File: config.mk
export PLATFORM = sky130hd
export DESIGN_NAME = decade_binary_stage
export DESIGN_NICKNAME = d
export VERILOG_FILES = /design/src/decade_pkg.sv /design/src/decade_binary_stage.sv /design/src/decade_rate_detector.sv
export SDC_FILE = /design/constraint.sdc
export NUM_CORES = 1
export LEC_CHECK = 0
export BUFFER_PORTS_ARGS = -buffer_cell sky130_fd_sc_hd__buf_2
export CORE_ASPECT_RATIO = 1.2
export CORE_MARGIN = 2
export CORE_UTILIZATION = 39
export DETAILED_ROUTE_END_ITERATION = 12
export HOLD_SLACK_MARGIN = 0.1
export SYNTH_ARGS = -nofsm -noshare
export SYNTH_HDL_FRONTEND = slang
export SYNTH_HIERARCHICAL = 1
export SYNTH_SLANG_ARGS = --single-unit
File: constraint.sdc
create_clock -name i_clk_sys -period 4.1 [get_ports i_clk_sys]
set_clock_uncertainty 0.2 [all_clocks]
set_input_delay 0.41 -clock i_clk_sys [delete_from_list [all_inputs] [get_ports i_clk_sys]]
set_output_delay 0.41 -clock i_clk_sys [all_outputs]
set_load 0.01 [all_outputs]
File: src/decade_pkg.sv
// Constants and types shared by the decade binary stage and its rate detector
package decade_pkg;

    // ==========================================================
    // Clock and counting structure
    // ==========================================================
    localparam int CLK_HZ = 20_000_000;
    localparam int DIGIT_COUNT = 10;
    localparam int QUINARY_COUNT = 5;

    // ==========================================================
    // Rate detector timing
    // ==========================================================
    // Measurement window, in milliseconds
    localparam int WINDOW_MS = 100;
    localparam int WINDOW_CYCLES = (CLK_HZ / 1000) * WINDOW_MS;
    // Rising threshold lies inside the 120 to 170 c/s band
    localparam int RISE_RATE_CPS = 140;
    // Falling threshold lies inside the 50 to 30 c/s band
    localparam int FALL_RATE_CPS = 40;
    localparam int RISE_COUNT = (RISE_RATE_CPS * WINDOW_MS) / 1000;
    localparam int FALL_COUNT = (FALL_RATE_CPS * WINDOW_MS) / 1000;
    localparam int PULSE_CNT_W = 16;
    localparam int WINDOW_CNT_W = 24;

    // ==========================================================
    // Toggle stage
    // ==========================================================
    typedef enum logic [0:0] {
        TOGGLE_EVEN = 1'h0,
        TOGGLE_ODD = 1'h1
    } toggle_state_t;

    localparam toggle_state_t TOGGLE_RESET = TOGGLE_EVEN;
    localparam logic [9:0] DIGIT_ZERO_ONLY = 10'h001;
    localparam logic [9:0] DIGIT_RESET = 10'h000;

endpackage

File: src/decade_binary_stage.sv
// First binary stage of a counting decade with digit decoder and rate forcing
//
// Overview of operation
// - Every counted pulse reverses the toggle stage
// - Ten digit lines from toggle and quinary lines
// - Each digit line is a pure conjunction outside rate forcing
// - Odd maps a-e to 1..9, even to 0..8
// - Exactly one digit line active at once outside reset
// - Fast counting holds the zero digit line
// - Rate detector rises 120-170, falls 50-30 c/s
// - Stopped gate passes nothing, no rate forcing
// - Carry pulse feeds the divide-by-five stage
// - Reset forces toggle stage to initial state
`timescale 1ns/1ns
module decade_binary_stage #(
    parameter int WINDOW_CYCLES = decade_pkg::WINDOW_CYCLES
) (
    input wire logic i_clk_sys,
    input wire logic i_reset_n,
    input wire logic i_count_pulse,
    input wire logic i_interrogate_pulse,
    input wire logic i_input_gate_control,
    input wire logic [4:0] i_quinary,
    output logic o_toggle_odd,
    output logic o_toggle_even,
    output logic o_carry,
    output logic o_rate_detector_output,
    output logic [9:0] o_digit
);

    // ==========================================================
    // Input gate
    // ==========================================================
    decade_pkg::toggle_state_t toggle_stage_r;
    decade_pkg::toggle_state_t toggle_stage_nxt;
    logic counted;
    logic fast;
    logic [9:0] digit_nxt;
    logic [9:0] decoded;

    // Counted pulses pass only while the gate is open; read-out
    // pulses share the path after the gate
    assign counted = (i_count_pulse && i_input_gate_control) || i_interrogate_pulse;

    // ==========================================================
    // Toggle stage
    // ==========================================================
    always_comb begin
        toggle_stage_nxt = toggle_stage_r;
        if (counted) begin
            unique case (toggle_stage_r)
                decade_pkg::TOGGLE_EVEN: toggle_stage_nxt = decade_pkg::TOGGLE_ODD;
                decade_pkg::TOGGLE_ODD: toggle_stage_nxt = decade_pkg::TOGGLE_EVEN;
            endcase
        end
    end

    always_ff @(posedge i_clk_sys) begin
        if (!i_reset_n) begin
            toggle_stage_r <= decade_pkg::TOGGLE_RESET;
        end else begin
            toggle_stage_r <= toggle_stage_nxt;
        end
    end

    // Both state lines are registered copies of the stage
    always_ff @(posedge i_clk_sys) begin
        if (!i_reset_n) begin
            o_toggle_odd <= 1'b0;
            o_toggle_even <= 1'b1;
        end else begin
            o_toggle_odd <= (toggle_stage_nxt == decade_pkg::TOGGLE_ODD);
            o_toggle_even <= (toggle_stage_nxt == decade_pkg::TOGGLE_EVEN);
        end
    end

    // ==========================================================
    // Carry to the divide-by-five stage
    // ==========================================================
    always_ff @(posedge i_clk_sys) begin
        if (!i_reset_n) begin
            o_carry <= 1'b0;
        end else begin
            o_carry <= counted && (toggle_stage_r == decade_pkg::TOGGLE_ODD);
        end
    end

    // ==========================================================
    // Rate detector
    // ==========================================================
    decade_rate_detector #(
        .WINDOW_CYCLES(WINDOW_CYCLES)
    ) decade_rate_detector_inst (
        .i_clk_sys(i_clk_sys),
        .i_reset_n(i_reset_n),
        .i_pulse(i_count_pulse && i_input_gate_control),
        .i_enable(i_input_gate_control),
        .o_fast(fast)
    );

    always_ff @(posedge i_clk_sys) begin
        if (!i_reset_n) begin
            o_rate_detector_output <= 1'b0;
        end else begin
            o_rate_detector_output <= fast && i_input_gate_control;
        end
    end

    // ==========================================================
    // Digit decoder
    // ==========================================================
    // Odd digit of pair k is odd line and quinary line k; even
    // digit is even line and quinary line k
    generate
        for (genvar k = 0; k < decade_pkg::QUINARY_COUNT; k++) begin : g_pair
            assign decoded[2*k+1] = (toggle_stage_r == decade_pkg::TOGGLE_ODD) && i_quinary[k];
            assign decoded[2*k] = (toggle_stage_r == decade_pkg::TOGGLE_EVEN) && i_quinary[k];
        end
    endgenerate

    // Forcing shows only the zero position so one line stays lit
    always_comb begin
        if (fast && i_input_gate_control) begin
            digit_nxt = decade_pkg::DIGIT_ZERO_ONLY;
        end else begin
            digit_nxt = decoded;
        end
    end

    always_ff @(posedge i_clk_sys) begin
        if (!i_reset_n) begin
            o_digit <= decade_pkg::DIGIT_RESET;
        end else begin
            o_digit <= digit_nxt;
        end
    end

    // ==========================================================
    // Checks
    // ==========================================================
    chk_toggle_reverses_pulse: assert property (@(posedge i_clk_sys) disable iff (!i_reset_n)
        counted |=> (toggle_stage_r != $past(toggle_stage_r)))
        else $error("toggle stage did not reverse on a counted pulse");

    chk_toggle_holds_idle: assert property (@(posedge i_clk_sys) disable iff (!i_reset_n)
        !counted |=> $stable(toggle_stage_r))
        else $error("toggle stage changed without a pulse");

    chk_state_lines_complement: assert property (@(posedge i_clk_sys) disable iff (!i_reset_n)
        ##1 (o_toggle_odd != o_toggle_even) && (o_toggle_odd == (toggle_stage_r == decade_pkg::TOGGLE_ODD)))
        else $error("state lines disagree with the toggle stage");

    chk_carry_on_odd: assert property (@(posedge i_clk_sys) disable iff (!i_reset_n)
        o_carry |-> $past(counted) && ($past(toggle_stage_r) == decade_pkg::TOGGLE_ODD))
        else $error("carry without an odd to even transition");

    chk_carry_issued: assert property (@(posedge i_clk_sys) disable iff (!i_reset_n)
        (counted && toggle_stage_r == decade_pkg::TOGGLE_ODD) |=> o_carry && (toggle_stage_r == decade_pkg::TOGGLE_EVEN))
        else $error("odd to even transition gave no carry");

    chk_digit_decode_map: assert property (@(posedge i_clk_sys) disable iff (!i_reset_n)
        !(fast && i_input_gate_control) && (toggle_stage_r == decade_pkg::TOGGLE_ODD) && i_quinary[2]
        |=> o_digit[5] && !o_digit[4])
        else $error("odd state with line c did not select digit 5");

    chk_digit_conjunction: assert property (@(posedge i_clk_sys) disable iff (!i_reset_n)
        (!(fast && i_input_gate_control) && !i_quinary[3]) |=> !o_digit[6] && !o_digit[7])
        else $error("digit line active without its quinary line");

    chk_digit_onehot: assert property (@(posedge i_clk_sys) disable iff (!i_reset_n)
        i_reset_n && $onehot(i_quinary) |=> $onehot(o_digit))
        else $error("more or fewer than one digit line active");

    chk_zero_forced: assert property (@(posedge i_clk_sys) disable iff (!i_reset_n)
        (fast && i_input_gate_control) |=> (o_digit == decade_pkg::DIGIT_ZERO_ONLY) && o_rate_detector_output)
        else $error("fast counting did not force the zero line");

    chk_stop_no_forcing: assert property (@(posedge i_clk_sys) disable iff (!i_reset_n)
        !i_input_gate_control ##1 !i_input_gate_control |-> !o_rate_detector_output && !fast)
        else $error("rate forcing survived a closed gate");

    chk_stop_holds_count: assert property (@(posedge i_clk_sys) disable iff (!i_reset_n)
        (!i_input_gate_control && !i_interrogate_pulse) |=> $stable(toggle_stage_r))
        else $error("closed gate let a pulse through");

    chk_reset_even: assert property (@(posedge i_clk_sys)
        !i_reset_n |=> (toggle_stage_r == decade_pkg::TOGGLE_EVEN) && o_toggle_even && !o_carry)
        else $error("reset did not force the even state");

    chk_reset_clears_out: assert property (@(posedge i_clk_sys)
        !i_reset_n |=> (o_digit == decade_pkg::DIGIT_RESET) && !o_rate_detector_output && !o_toggle_odd)
        else $error("reset left a digit, forcing or odd line active");

    chk_release_shows_zero: assert property (@(posedge i_clk_sys) disable iff (!i_reset_n)
        ($rose(i_reset_n) && (i_quinary == 5'h01)) |=> (o_digit == decade_pkg::DIGIT_ZERO_ONLY))
        else $error("first decode after reset was not digit 0");

    chk_carry_single_cycle: assert property (@(posedge i_clk_sys) disable iff (!i_reset_n)
        o_carry |=> !o_carry)
        else $error("carry pulse lasted more than one cycle");

    chk_carry_needs_pulse: assert property (@(posedge i_clk_sys) disable iff (!i_reset_n)
        !counted |=> !o_carry)
        else $error("carry without a counted pulse");

    chk_carry_with_even: assert property (@(posedge i_clk_sys) disable iff (!i_reset_n)
        o_carry |-> o_toggle_even && !o_toggle_odd)
        else $error("carry did not coincide with the even state");

    chk_even_gives_odd: assert property (@(posedge i_clk_sys) disable iff (!i_reset_n)
        (counted && toggle_stage_r == decade_pkg::TOGGLE_EVEN) |=> o_toggle_odd && !o_toggle_even && !o_carry)
        else $error("even to odd transition misbehaved");

    chk_pulses_pair_return: assert property (@(posedge i_clk_sys) disable iff (!i_reset_n)
        counted ##1 counted |=> (toggle_stage_r == $past(toggle_stage_r, 2)))
        else $error("two pulses did not return the toggle stage");

    chk_lines_idle_stable: assert property (@(posedge i_clk_sys) disable iff (!i_reset_n)
        !counted |=> $stable(o_toggle_odd) && $stable(o_toggle_even))
        else $error("state lines moved without a pulse");

    chk_gate_blocks_pulse: assert property (@(posedge i_clk_sys) disable iff (!i_reset_n)
        (i_count_pulse && !i_input_gate_control && !i_interrogate_pulse) |=> $stable(toggle_stage_r) && !o_carry)
        else $error("pulse passed a closed gate");

    chk_readout_counts: assert property (@(posedge i_clk_sys) disable iff (!i_reset_n)
        (i_interrogate_pulse && !i_input_gate_control) |=> (toggle_stage_r != $past(toggle_stage_r)))
        else $error("read-out pulse did not reverse the stage");

    chk_forced_shows_zero: assert property (@(posedge i_clk_sys) disable iff (!i_reset_n)
        o_rate_detector_output |-> (o_digit == decade_pkg::DIGIT_ZERO_ONLY))
        else $error("forcing flag without the zero line alone");

    chk_forcing_needs_gate: assert property (@(posedge i_clk_sys) disable iff (!i_reset_n)
        o_rate_detector_output |-> $past(i_input_gate_control))
        else $error("forcing flag raised with the gate closed");

    chk_even_hides_odd: assert property (@(posedge i_clk_sys) disable iff (!i_reset_n)
        (!(fast && i_input_gate_control) && toggle_stage_r == decade_pkg::TOGGLE_EVEN)
        |=> ((o_digit & 10'h2AA) == 10'h000))
        else $error("odd digit lit in the even state");

    chk_odd_hides_even: assert property (@(posedge i_clk_sys) disable iff (!i_reset_n)
        (!(fast && i_input_gate_control) && toggle_stage_r == decade_pkg::TOGGLE_ODD)
        |=> ((o_digit & 10'h155) == 10'h000))
        else $error("even digit lit in the odd state");

    chk_digit_zero_map: assert property (@(posedge i_clk_sys) disable iff (!i_reset_n)
        i_reset_n && !(fast && i_input_gate_control) && (toggle_stage_r == decade_pkg::TOGGLE_EVEN) && i_quinary[0]
        |=> o_digit[0] && !o_digit[1])
        else $error("even state with line a did not select digit 0");

    chk_digit_one_map: assert property (@(posedge i_clk_sys) disable iff (!i_reset_n)
        i_reset_n && !(fast && i_input_gate_control) && (toggle_stage_r == decade_pkg::TOGGLE_ODD) && i_quinary[0]
        |=> o_digit[1] && !o_digit[0])
        else $error("odd state with line a did not select digit 1");

    chk_digit_eight_map: assert property (@(posedge i_clk_sys) disable iff (!i_reset_n)
        i_reset_n && !(fast && i_input_gate_control) && (toggle_stage_r == decade_pkg::TOGGLE_EVEN) && i_quinary[4]
        |=> o_digit[8] && !o_digit[9])
        else $error("even state with line e did not select digit 8");

    chk_digit_nine_map: assert property (@(posedge i_clk_sys) disable iff (!i_reset_n)
        i_reset_n && !(fast && i_input_gate_control) && (toggle_stage_r == decade_pkg::TOGGLE_ODD) && i_quinary[4]
        |=> o_digit[9] && !o_digit[8])
        else $error("odd state with line e did not select digit 9");

endmodule

File: src/decade_rate_detector.sv
// Pulse rate detector with hysteresis that flags fast counting
`timescale 1ns/1ns
module decade_rate_detector #(
    parameter int WINDOW_CYCLES = decade_pkg::WINDOW_CYCLES
) (
    input wire logic i_clk_sys,
    input wire logic i_reset_n,
    input wire logic i_pulse,
    input wire logic i_enable,
    output logic o_fast
);

    logic [decade_pkg::WINDOW_CNT_W-1:0] window_cnt_r;
    logic [decade_pkg::PULSE_CNT_W-1:0] pulse_cnt_r;
    logic window_end;
    logic [decade_pkg::PULSE_CNT_W-1:0] total;

    localparam logic [decade_pkg::PULSE_CNT_W-1:0] RISE_N = decade_pkg::PULSE_CNT_W'(decade_pkg::RISE_COUNT);
    localparam logic [decade_pkg::PULSE_CNT_W-1:0] FALL_N = decade_pkg::PULSE_CNT_W'(decade_pkg::FALL_COUNT);
    localparam logic [decade_pkg::WINDOW_CNT_W-1:0] WIN_LAST = decade_pkg::WINDOW_CNT_W'(WINDOW_CYCLES - 1);

    assign window_end = (window_cnt_r == WIN_LAST);
    assign total = (pulse_cnt_r == '1) ? pulse_cnt_r : pulse_cnt_r + {{(decade_pkg::PULSE_CNT_W-1){1'b0}}, i_pulse};

    // ==========================================================
    // Window divider: one-cycle enable at the end of each window
    // ==========================================================
    always_ff @(posedge i_clk_sys) begin
        if (!i_reset_n || !i_enable || window_end) begin
            window_cnt_r <= '0;
        end else begin
            window_cnt_r <= window_cnt_r + 1'b1;
        end
    end

    // ==========================================================
    // Pulses seen in the current window, saturating
    // ==========================================================
    always_ff @(posedge i_clk_sys) begin
        if (!i_reset_n || !i_enable || window_end) begin
            pulse_cnt_r <= '0;
        end else begin
            pulse_cnt_r <= total;
        end
    end

    // ==========================================================
    // Hysteresis decision, dropped at once when counting stops
    // ==========================================================
    always_ff @(posedge i_clk_sys) begin
        if (!i_reset_n || !i_enable) begin
            o_fast <= 1'b0;
        end else if (window_end) begin
            if (total >= RISE_N) begin
                o_fast <= 1'b1;
            end else if (total <= FALL_N) begin
                o_fast <= 1'b0;
            end
        end
    end

    chk_fast_needs_window: assert property (@(posedge i_clk_sys) disable iff (!i_reset_n)
        $rose(o_fast) |-> $past(window_end) && ($past(total) >= RISE_N))
        else $error("fast flag rose outside a window end or below threshold");

    chk_fast_release_hyst: assert property (@(posedge i_clk_sys) disable iff (!i_reset_n)
        $fell(o_fast) |-> !$past(i_enable) || ($past(window_end) && ($past(total) <= FALL_N)))
        else $error("fast flag fell inside the hysteresis band");

endmodule

==> Word level (Yosys, flattened, before mapping) <==
Cells that the tools add are included.
{ "classes": {"n_reduce_logical": 21, "n_eq_ne": 2, "bitwise": 3, "n_mux": 6, "addsub": 2, "order_cmp": 2} }
{ "op_table": {"columns": ["cell", "count"], "rows": [
  ["$add A24 B1 Y24 const B", 1],
  ["$eq A24 B21 Y1 const B", 1],
  ["$add A16 B1 Y16", 1],
  ["$eq A16 B16 Y1 const B", 1],
  ["$ge A16 B4 Y1 const B", 1],
  ["$le A16 B3 Y1 const B", 1],
  ["$mux W16", 1],
  ["$logic_and A1 B1 Y1", 13],
  ["$mux W1", 4],
  ["$logic_or A1 B1 Y1", 3],
  ["$not A1 Y1", 3],
  ["$logic_not A1 Y1", 2],
  ["$pmux W1 S2", 1],
  ["$reduce_and A2 Y1", 1],
  ["$reduce_bool A2 Y1", 1],
  ["$reduce_or A2 Y1", 1]
]} }
{ "word_totals": {"output_inout_bits": 14, "wordCells": 45, "regBits": 55} }

==> Longest topological paths before layout <==
Gate-level depths: netlist of the first run.
{ "depth": {"word_depth": 6, "ltp_mapped": 10, "ltp_nobuf": 10} }

==> Hierarchy <==
The synthesis of the first run kept the hierarchy.
{ "by_module_without_submodules": {"columns": ["mod", "cells_each", "seq_area_each_um2", "area_per_inst_um2", "instances"], "rows": [
  ["decade_rate_detector", 253, 820.8, 2102.0, 1],
  ["decade_binary_stage", 35, 280.3, 466.7, 1]
]} }

==> Worst setup path after synthesis of the first run <==
No wires, ideal clock.
{ "synth_timing": {"path_type": "input port to flip-flop", "start": "input port i_count_pulse", "end": "register decade_rate_detector_inst.o_fast", "slack_ps": 1767, "setup_ps": 66, "t_required_ps": 3834, "path_buffers": 0, "stages": 10, "t_arrival_ps": 2067, "path_cell_list": "and2_1 ha_1 ha_1 and3_1 nand3_1 nor3_1 nand3_1 xor2_1 a31o_2 a21oi_2"} }
{ "synth_via": {"elab_chain_len": 6, "word_cells_on_any_way": 8, "classes_between": "add/sub (1); order compare (2); mux (2); reduce/logical (3)"} }
{ "synth_lines": {"columns": ["element", "line_no", "source"], "rows": [
  ["start, declared", "decade_binary_stage.sv:20", "input wire logic i_count_pulse,"],
  ["$logic_and A1 B1 Y1 (*)", "decade_binary_stage.sv:96", ".i_pulse(i_count_pulse && i_input_gate_control),"],
  ["$add A16 B1 Y16 (*)", "decade_rate_detector.sv:23", "assign total = (pulse_cnt_r == '1) ? pulse_cnt_r : pulse_cnt_r + {{(decade_pkg::PULSE_CNT_W-1){1'b0}}, i_pulse ..."],
  ["$mux W16 (*)", "decade_rate_detector.sv:23", null],
  ["$le A16 B3 Y1 / $ge A16 B4 Y1 (equally long branches)", "decade_rate_detector.sv:56, decade_rate_detector.sv:54", null],
  ["$reduce_bool A2 Y1 (no source line)", null, null],
  ["$reduce_and A2 Y1 (no source line)", null, null],
  ["end signal, assigned", "decade_rate_detector.sv:52", "o_fast <= 1'b0;"],
  ["end signal, assigned", "decade_rate_detector.sv:55", "o_fast <= 1'b1;"],
  ["end signal, assigned", "decade_rate_detector.sv:57", "o_fast <= 1'b0;"],
  ["end, declared", "decade_rate_detector.sv:10", "output logic o_fast"]
]} }
Mark *: on every way between the ends. The rest lies on a longest branch, timed or not.
A chain may end at the register's enable or synchronous reset.

==> Worst setup path after layout of the first run <==
{ "layout_timing": {"start": "register decade_rate_detector_inst/window_cnt_r[12] (netlist bit)", "end": "register decade_rate_detector_inst/pulse_cnt_r[4] (netlist bit)"} }
{ "layout_via": {"elab_chain_len": 2} }
{ "layout_lines": {"columns": ["element", "line_no", "source"], "rows": [
  ["start, declared", "decade_rate_detector.sv:13", "logic [decade_pkg::WINDOW_CNT_W-1:0] window_cnt_r;"],
  ["start signal, assigned", "decade_rate_detector.sv:32", "window_cnt_r <= window_cnt_r + 1'b1;"],
  ["$eq A24 B21 Y1", "decade_rate_detector.sv:22", "assign window_end = (window_cnt_r == WIN_LAST);"],
  ["$logic_or A1 B1 Y1", "decade_rate_detector.sv:40", "if (!i_reset_n || !i_enable || window_end) begin"],
  ["end signal, assigned", "decade_rate_detector.sv:43", "pulse_cnt_r <= total;"],
  ["end, declared", "decade_rate_detector.sv:14", "logic [decade_pkg::PULSE_CNT_W-1:0] pulse_cnt_r;"]
]} }
Every way passes these cells.

==> metrics.md, run 1 <==
| Metric | Value |
|---|---|
| WP data required | roughly 4.1 ns |
| NetSw | 0.000216 W |
| CP endpoint kind | flip-flop |
| Max Cap Viol | 0 |
| RSZ-0062 raised after global routing | no |
| CTS sink count | 55 |
| GPL Wtd Cong | between 0.8 and 0.9 |
| Largest net degree at the start of global routing | 32 |
| YS warnings | 6 |
| Status | completed |
| Fraction of registers with async set/reset | 0% |
| Final wirelength | 5000 um |
| Clock buffer depth | 2 |
| Root buf cell | clkbuf_8 |
| Slew margin rel. | 68.1% |
| PD cells | 320 nW/um^2 |
| H-tree Lvls | 2 |
| Worst Max-Slew Pin Slew | 0.474 ns |
| Compound-Gate Fraction of Synth Area | between 8 and 9% |
| Initial DRC Count | 74 |
| Starting density of the core | 40.1% |
| Area delta synth->final | 9.99% |
| CTS tree | yes |
| Post-CTS Repair Setup Buffers | 0 |
| Via Count | between 2000 and 2500 |
| DR WL/cell | approximately 13 um |
| Post-synth top area cell | dfxtp_1 |
| Post-route DRC | 0 |
| Number of instances resized during post-cts repair | 0 |
| Top cells by area, synth | dfxtp_1 (43%), nor2_1 (6.4%), xor2_1 (4.8%), xnor2_1 (4.1%), nand3_1 (3.3%) |
| Final setup viols | 0 |
| Row cnt | 32 |
| Post-Synth Simple-Gate Area | 33.9% |
| Post-synth EDFFs | 0 |
| Die width | 78.1 um |
| Seq/Total Area, Yosys | 42.9% |
| Congestion Overflow GR | 0 |
| Sequential Power Share | 61.0% |
| Final Hold Fails | 0 |
| CTS Hold Buffers Added | 0 |
| CTS clk-pin slew, worst paths | 0.11 ns |
| Die area | 7250 um^2 |
| Overall power | 0.000903 W |
| Comb power frac | 4.8% |
| Mapped Cells | around 290 |
| #FFs+latches synth | 55 |
| Total internal power | 0.000687 W |
| Syn_area_per_cell | just under 9 um^2 |
| Top cell type's share of synthesized area | ~43% |
| Max Fclk | roughly 400 MHz |
| Worst-path fanout max | 31 |
| Setup TNS | 0 ns |
| Vias in the first global route | 1942 |
| DP HPWL | ~3600 um |
| Synthesized area | roughly 2600 um^2 |
| Critical Path Start Type | flip-flop |
| Worst endpoint data arrival time | between 2 and 3 ns |
| First-pass DRT Iterations | 4 |
| Setup CP Type | flip-flop to flip-flop |
| Leakage | 1.01 nW |
| Initial antenna violation count | 0 |
| Period utilization | 61.6% |
| Max-slew violations | 0 |
| Core footprint | around 6400 um^2 |
| XOR/XNOR Fraction of Synth Area | 8.87% |
| Post-Synth Adder-Cell Area | 1.95% |
| Num CTS Buffers | 5 |
| Final Net Count | 322 |
| Worst r2r src | decade_rate_detector_inst/window_cnt_r[12] |
| IO Count | 24 |
| DRT antenna net count | 0 |
| Switching fraction of total power | 23.9% |
| Clock share of power | 34.2% |
| Largest family of logic cells by synthesized area | simple AND/OR/NAND/NOR gates |
| Global-route wire length before repair | 8690 um |
| Synth cell types | 47 |
| Share of cells above drive strength 1 | 17.2% |
| Max VDD drop | 0.000271 V |
| I/O Buffers | 23 |
| Mux cell area share after synthesis | 0.779% |
| Min-delay src | i_quinary[3] |
| Die Ht | 92.9 um |
| All-Layer GR Usage | roughly 15% |
| Syn nets | 302 |
| Crit path launch | decade_rate_detector_inst/window_cnt_r[12] |
| Hold Crit Class | input pin to flip-flop |
| Antenna cell count | 0 |
| Worst-Skew Late Latency | 0.31 ns |
| Crit path time final | 2.52 ns |
| Vias per Instance | roughly 5.1 |
| Prevailing post-synth register cell | dfxtp_1 |
## metrics by stage
stage	instance area (um^2)	utilization (%)	std cells	setup slack, ns	hold WS (ns)
finish	2830	44.1	394	1.58	0.148
global route	2830	44.1	394	1.37	0.159
CTS	2830	44.1	394	1.56	0.143
detailed placement	2730	42.7	386	1.27	0.280
global placement	2730	42.7	386	1.27	0.279
floorplan	2570	-	288	1.77	0.251
## worst max-delay path, stage by stage (launching register included)
cell and delay [ns]:
dfxtp_1 0.37, or4_1 0.52, nor4_1 0.25, nand4_1 0.20
nand3_1 0.36, buf_4 0.40, nor3_1 0.10
## area by class of cell
| class | count | area [um^2] |
|---|---|---|
| fill | 655 | 3580 |
| multi-input combinational | 217 | 1390 |
| sequential | 55 | 1100 |
| timing repair buffer | 24 | 123 |
| tap | 85 | 106 |
| clock buffer | 5 | 68.8 |
| clock inverter | 3 | 22.5 |
| inverter | 5 | 18.8 |
## flip-flops by register name (all words and copies together), names as in the netlist
signal	count
decade_rate_detector_inst/window_cnt_r	24
decade_rate_detector_inst/pulse_cnt_r	16
o_rate_detector_output	1
o_digit	10
o_carry	1
decade_rate_detector_inst/o_fast	1
o_toggle_even	1
o_toggle_odd	1
## cells by family (layout without fill, tap and decap cells)
logic type / count (synthesis) / in the layout
buffers and inverters: 16 / 37
and+or+nand+nor: 151 / 151
muxes: 2 / 2
adders and majority gates: 4 / 4
DFF: 55 / 55
xor gates and xnor gates: 26 / 26
AOI/OAI and AO/OA: 34 / 34
## cells in the final DEF (no fill, tap or decap), types with 3 or more instances in the layout
cell type / synthesis / final
a31oi_1: 3 / 3
o21ai_0: 9 / 9
a21oi_1: 10 / 10
inv_1: 5 / 5
nor2_1: 44 / 44
and3_1: 8 / 8
nand3_1: 17 / 17
buf_2: 8 / 23
dfxtp_1: 55 / 55
xor2_1: 14 / 14
and4_2: 5 / 5
nor3b_2: 4 / 4
or3_1: 6 / 6
nand2_1: 20 / 20
clkbuf_8: 0 / 5
nor4_1: 4 / 4
and4_1: 6 / 6
xnor2_1: 12 / 12
nand4_1: 9 / 9
ha_1: 4 / 4
nor3_1: 10 / 10
## Yosys cell counts, drive strengths merged, types with 5 or more instances
cell and instances:
nor3b 5, o21ai 9, nand4 11, buf 10, nand3 17, xnor2 12, or3 6, and3 9
inv 5, nor3 10, nor4 7, nand2 20, a21oi 11, and4 11, xor2 14, dfxtp 55
nor2 44
## power groups by stage
stage / logic [W] / clock network (W) / registers (W)
floorplan: 0.0000251 / 0 / 0.000565
global placement: 0.0000430 / 0 / 0.000563
detailed placement: 0.0000436 / 0 / 0.000564
CTS: 0.0000438 / 0.000323 / 0.000551
global route: 0.0000482 / 0.000344 / 0.000553
finish: 0.0000430 / 0.000309 / 0.000551
## layer usage
| layer | up-vias | wire [um] | GRT usage [%] |
|---|---|---|---|
| li1 | 1062 | - | - |
| met1 | 930 | 2340 | 18.3 |
| met2 | 15 | 2510 | 25.4 |
| met3 | 6 | 72 | 2.92 |
| met4 | 0 | 72 | 4.53 |
| met5 | - | 0 | 0 |
## final timing paths
path	endpoint	slack [ns]	cells past startpoint
worst max-delay path	decade_rate_detector_inst/pulse_cnt_r[4]	1.58	6
worst min-delay path	o_digit[6]	0.15	2
worst max register to register	decade_rate_detector_inst/pulse_cnt_r[4]	1.58	6
worst min register to register	decade_rate_detector_inst/window_cnt_r[23]	0.29	2
Note: power is estimated with default switching activity, not from simulation.
==> inputs of run 2 (changes only) <==
==> constraint.sdc (replaced) <==
create_clock -name i_clk_sys -period 2.4 [get_ports i_clk_sys]
set_clock_uncertainty 0.2 [all_clocks]
set_input_delay 0.24 -clock i_clk_sys [delete_from_list [all_inputs] [get_ports i_clk_sys]]
set_output_delay 0.24 -clock i_clk_sys [all_outputs]
set_load 0.01 [all_outputs]
==> metrics.md, run 2 (synthesized netlist as in run 1, its figures left out) <==
| Metric | Value |
|---|---|
| Setup TNS | 0 ns (unchanged) |
| Max-slew violations | 0 (unchanged) |
| Worst endpoint data arrival time | 2.23 ns (-0.28 ns) |
| WP data required | 2.40 ns (-1.68 ns) |
| DP HPWL | 3620 um (+1.0%) |
| Max Fclk | 449 MHz (+13%) |
| Max reg flops | 24 (unchanged) |
| Final setup viols | 0 (unchanged) |
| Final Net Count | 343 (+6.5%) |
| Fin cells | 415 (+5.3%) |
| CTS sink count | 55 (unchanged) |
| Commonest cells after routing, fill and taps aside | dfxtp_1 (55), nor2_1 (44), buf_2 (23) |
| Share of cells above drive strength 1 | 20.3% (+3.2 points) |
| Busiest layer in global routing | met2 |
| Antenna cell count | 0 (unchanged) |
| Commonest non-fill, non-tap cell in the layout | dfxtp_1 |
| Critical-path top delay cell | or4_1 |
| Clock buffer depth | 2 (unchanged) |
| Met1 Track Usage GR | 17.9% (-0.47 points) |
| Placed Cells | 398 (+3.1%) |
| PD cells | 519 nW/um^2 (+62%) |
| Vias in the first global route | 1909 (-1.7%) |
| Post-route DRC | 0 (unchanged) |
| Final core occ | 47.2% (+3.1 points) |
| Via Count | 2112 (+4.9%) |
| Worst-path fanout max | 30 (-3.2%) |
| Die area | 7250 um^2 (unchanged) |
| WP depth | 6 (unchanged) |
| Hold Crit Class | input pin to flip-flop |
| M3 GR Usage | 2.34% (-0.58 points) |
| Slew margin rel. | 73.2% (+5.0 points) |
| All-Layer GR Usage | 14.6% (-0.032 points) |
| Grt met2 use | 25.4% (+0.072 points) |
| Cells on worst reg2reg path | 6 (unchanged) |
| Vias per Instance | 5.09 (-0.39%) |
| Crit path time final | 2.23 ns (-0.297 ns) |
| Pre-CTS WS | 0.0189 ns (-1.25 ns) |
| Ordered list of cells on the worst path | or4_1 -> nor4_1 -> nand4_1 -> nand3_1 -> buf_12 -> nor3_1 |
| Setup CP Type | flip-flop to flip-flop |
| Starting density of the core | 40.1% (unchanged) |
| Global-route wire length before repair | 8560 um (-1.5%) |
| Largest regs | decade_rate_detector_inst/window_cnt_r x24, decade_rate_detector_inst/pulse_cnt_r x16, o_digit x10 |
| DRT antenna net count | 0 (unchanged) |
| Die width | 78.1 um (unchanged) |
| Fill count | 622 (-5.0%) |
| Max VDD drop | 0.000278 V (+2.7%) |
| Initial antenna violation count | 0 (unchanged) |
| Crit-path max cell delay | 0.50 ns (-0.02 ns) |
| Leakage | 1.12 nW (+10%) |
| Largest delay share family, worst path | simple AND/OR/NAND/NOR gates |
| CTS tree | yes |
| Status | completed |
| RSZ-0062 raised after global routing | no |
| Fin area | 3030 um^2 (+7.1%) |
| Die Ht | 92.9 um (unchanged) |
| Hold path depth | 3 (+1) |
| CTS clk-pin slew, worst paths | 0.11 ns (about the same) |
| Worst Slack Setup Final | 0.173 ns (-1.40 ns) |
| Critical Path Start Type | flip-flop |
| Dpl cell area | 2840 um^2 (+3.8%) |
| First-pass DRT Iterations | 4 (unchanged) |
| Period utilization | 92.8% (+31 points) |
| Largest net degree at the start of global routing | 31 (-3.1%) |
| Worst Max-Slew Pin Slew | 0.402 ns (-0.0718 ns) |
| Congestion Overflow GR | 0 (unchanged) |
| Root buf cell | clkbuf_8 |
| I/O Buffers | 23 (unchanged) |
| CP endpoint kind | flip-flop |
| Final wirelength | 5040 um (+0.80%) |
| Core footprint | 6410 um^2 (unchanged) |
| H-tree Lvls | 2 (unchanged) |
| Initial DRC Count | 102 (+38%) |
| Max Cap Viol | 0 (unchanged) |
| Area delta synth->final | 17.8% |
| Largest reg by FF count | decade_rate_detector_inst/window_cnt_r |
| DR WL/cell | 12.1 um (-4.3%) |
| Final Hold Fails | 0 (unchanged) |
| Num CTS Buffers | 5 (unchanged) |
| GPL Wtd Cong | 0.898 (+4.7%) |
| Worst-Skew Late Latency | 0.31 ns (about the same) |
| IO Count | 24 (unchanged) |
| Row cnt | 32 (unchanged) |
| WP buf/inv | 1 (unchanged) |
-- run 2: metrics by stage --
step	total power (W)	hold slack (ns)
after floorplan	0.00101	0.128
after global placement	0.00104	0.270
after detailed placement	0.00104	0.282
after CTS	0.00159	0.100
after global routing	0.00164	0.116
final	0.00157	0.108
-- run 2: cell type report --
type	count	area, um^2	area share [%]
clock buffer	5	68.8	2.27
clock inverter	3	27.5	0.910
inverter	5	18.8	0.620
multi-input combinational	217	1390	45.9
sequential	55	1100	36.4
tap	85	106	3.52
timing repair buffer	45	313	10.3
-- run 2: worst reg2reg max path: stages (launching register included) --
cell and delay [ns]:
dfxtp_1 0.35, or4_1 0.50, nor4_1 0.31, nand4_1 0.25
nand3_1 0.22, buf_12 0.21, nor3_1 0.09
-- run 2: routing by layer --
| layer | part of all wire [%] | up-vias |
|---|---|---|
| met5 | 0 | - |
| li1 | - | 1110 |
| met3 | 2.6 | 7 |
| met4 | 1.5 | 0 |
| met2 | 50 | 26 |
| met1 | 46 | 969 |
-- run 2: power by group --
part / internal [W] / switching [W] / total, W
Clock: 0.000215 / 0.000322 / 0.000536
Sequential: 0.000929 / 0.0000122 / 0.000941
Combinational: 0.0000476 / 0.0000438 / 0.0000914
-- run 2: path summary, 6_finish.rpt --
path | start | end | slack [ns]
max reg2reg | decade_rate_detector_inst/window_cnt_r[11] | decade_rate_detector_inst/pulse_cnt_r[4] | 0.17
min | i_input_gate_control | o_rate_detector_output | 0.11
max | decade_rate_detector_inst/window_cnt_r[11] | decade_rate_detector_inst/pulse_cnt_r[4] | 0.17
min reg2reg | decade_rate_detector_inst/window_cnt_r[23] | decade_rate_detector_inst/window_cnt_r[23] | 0.29
-- run 2: timing repair --
item | 4_1_cts | 5_1_grt
resized for setup | 0 | 1
endpoints found under the hold margin | 13 | 0
setup buffers | 0 | 1
hold buffers | 8 | 0
endpoints found under the setup margin | 0 | 9
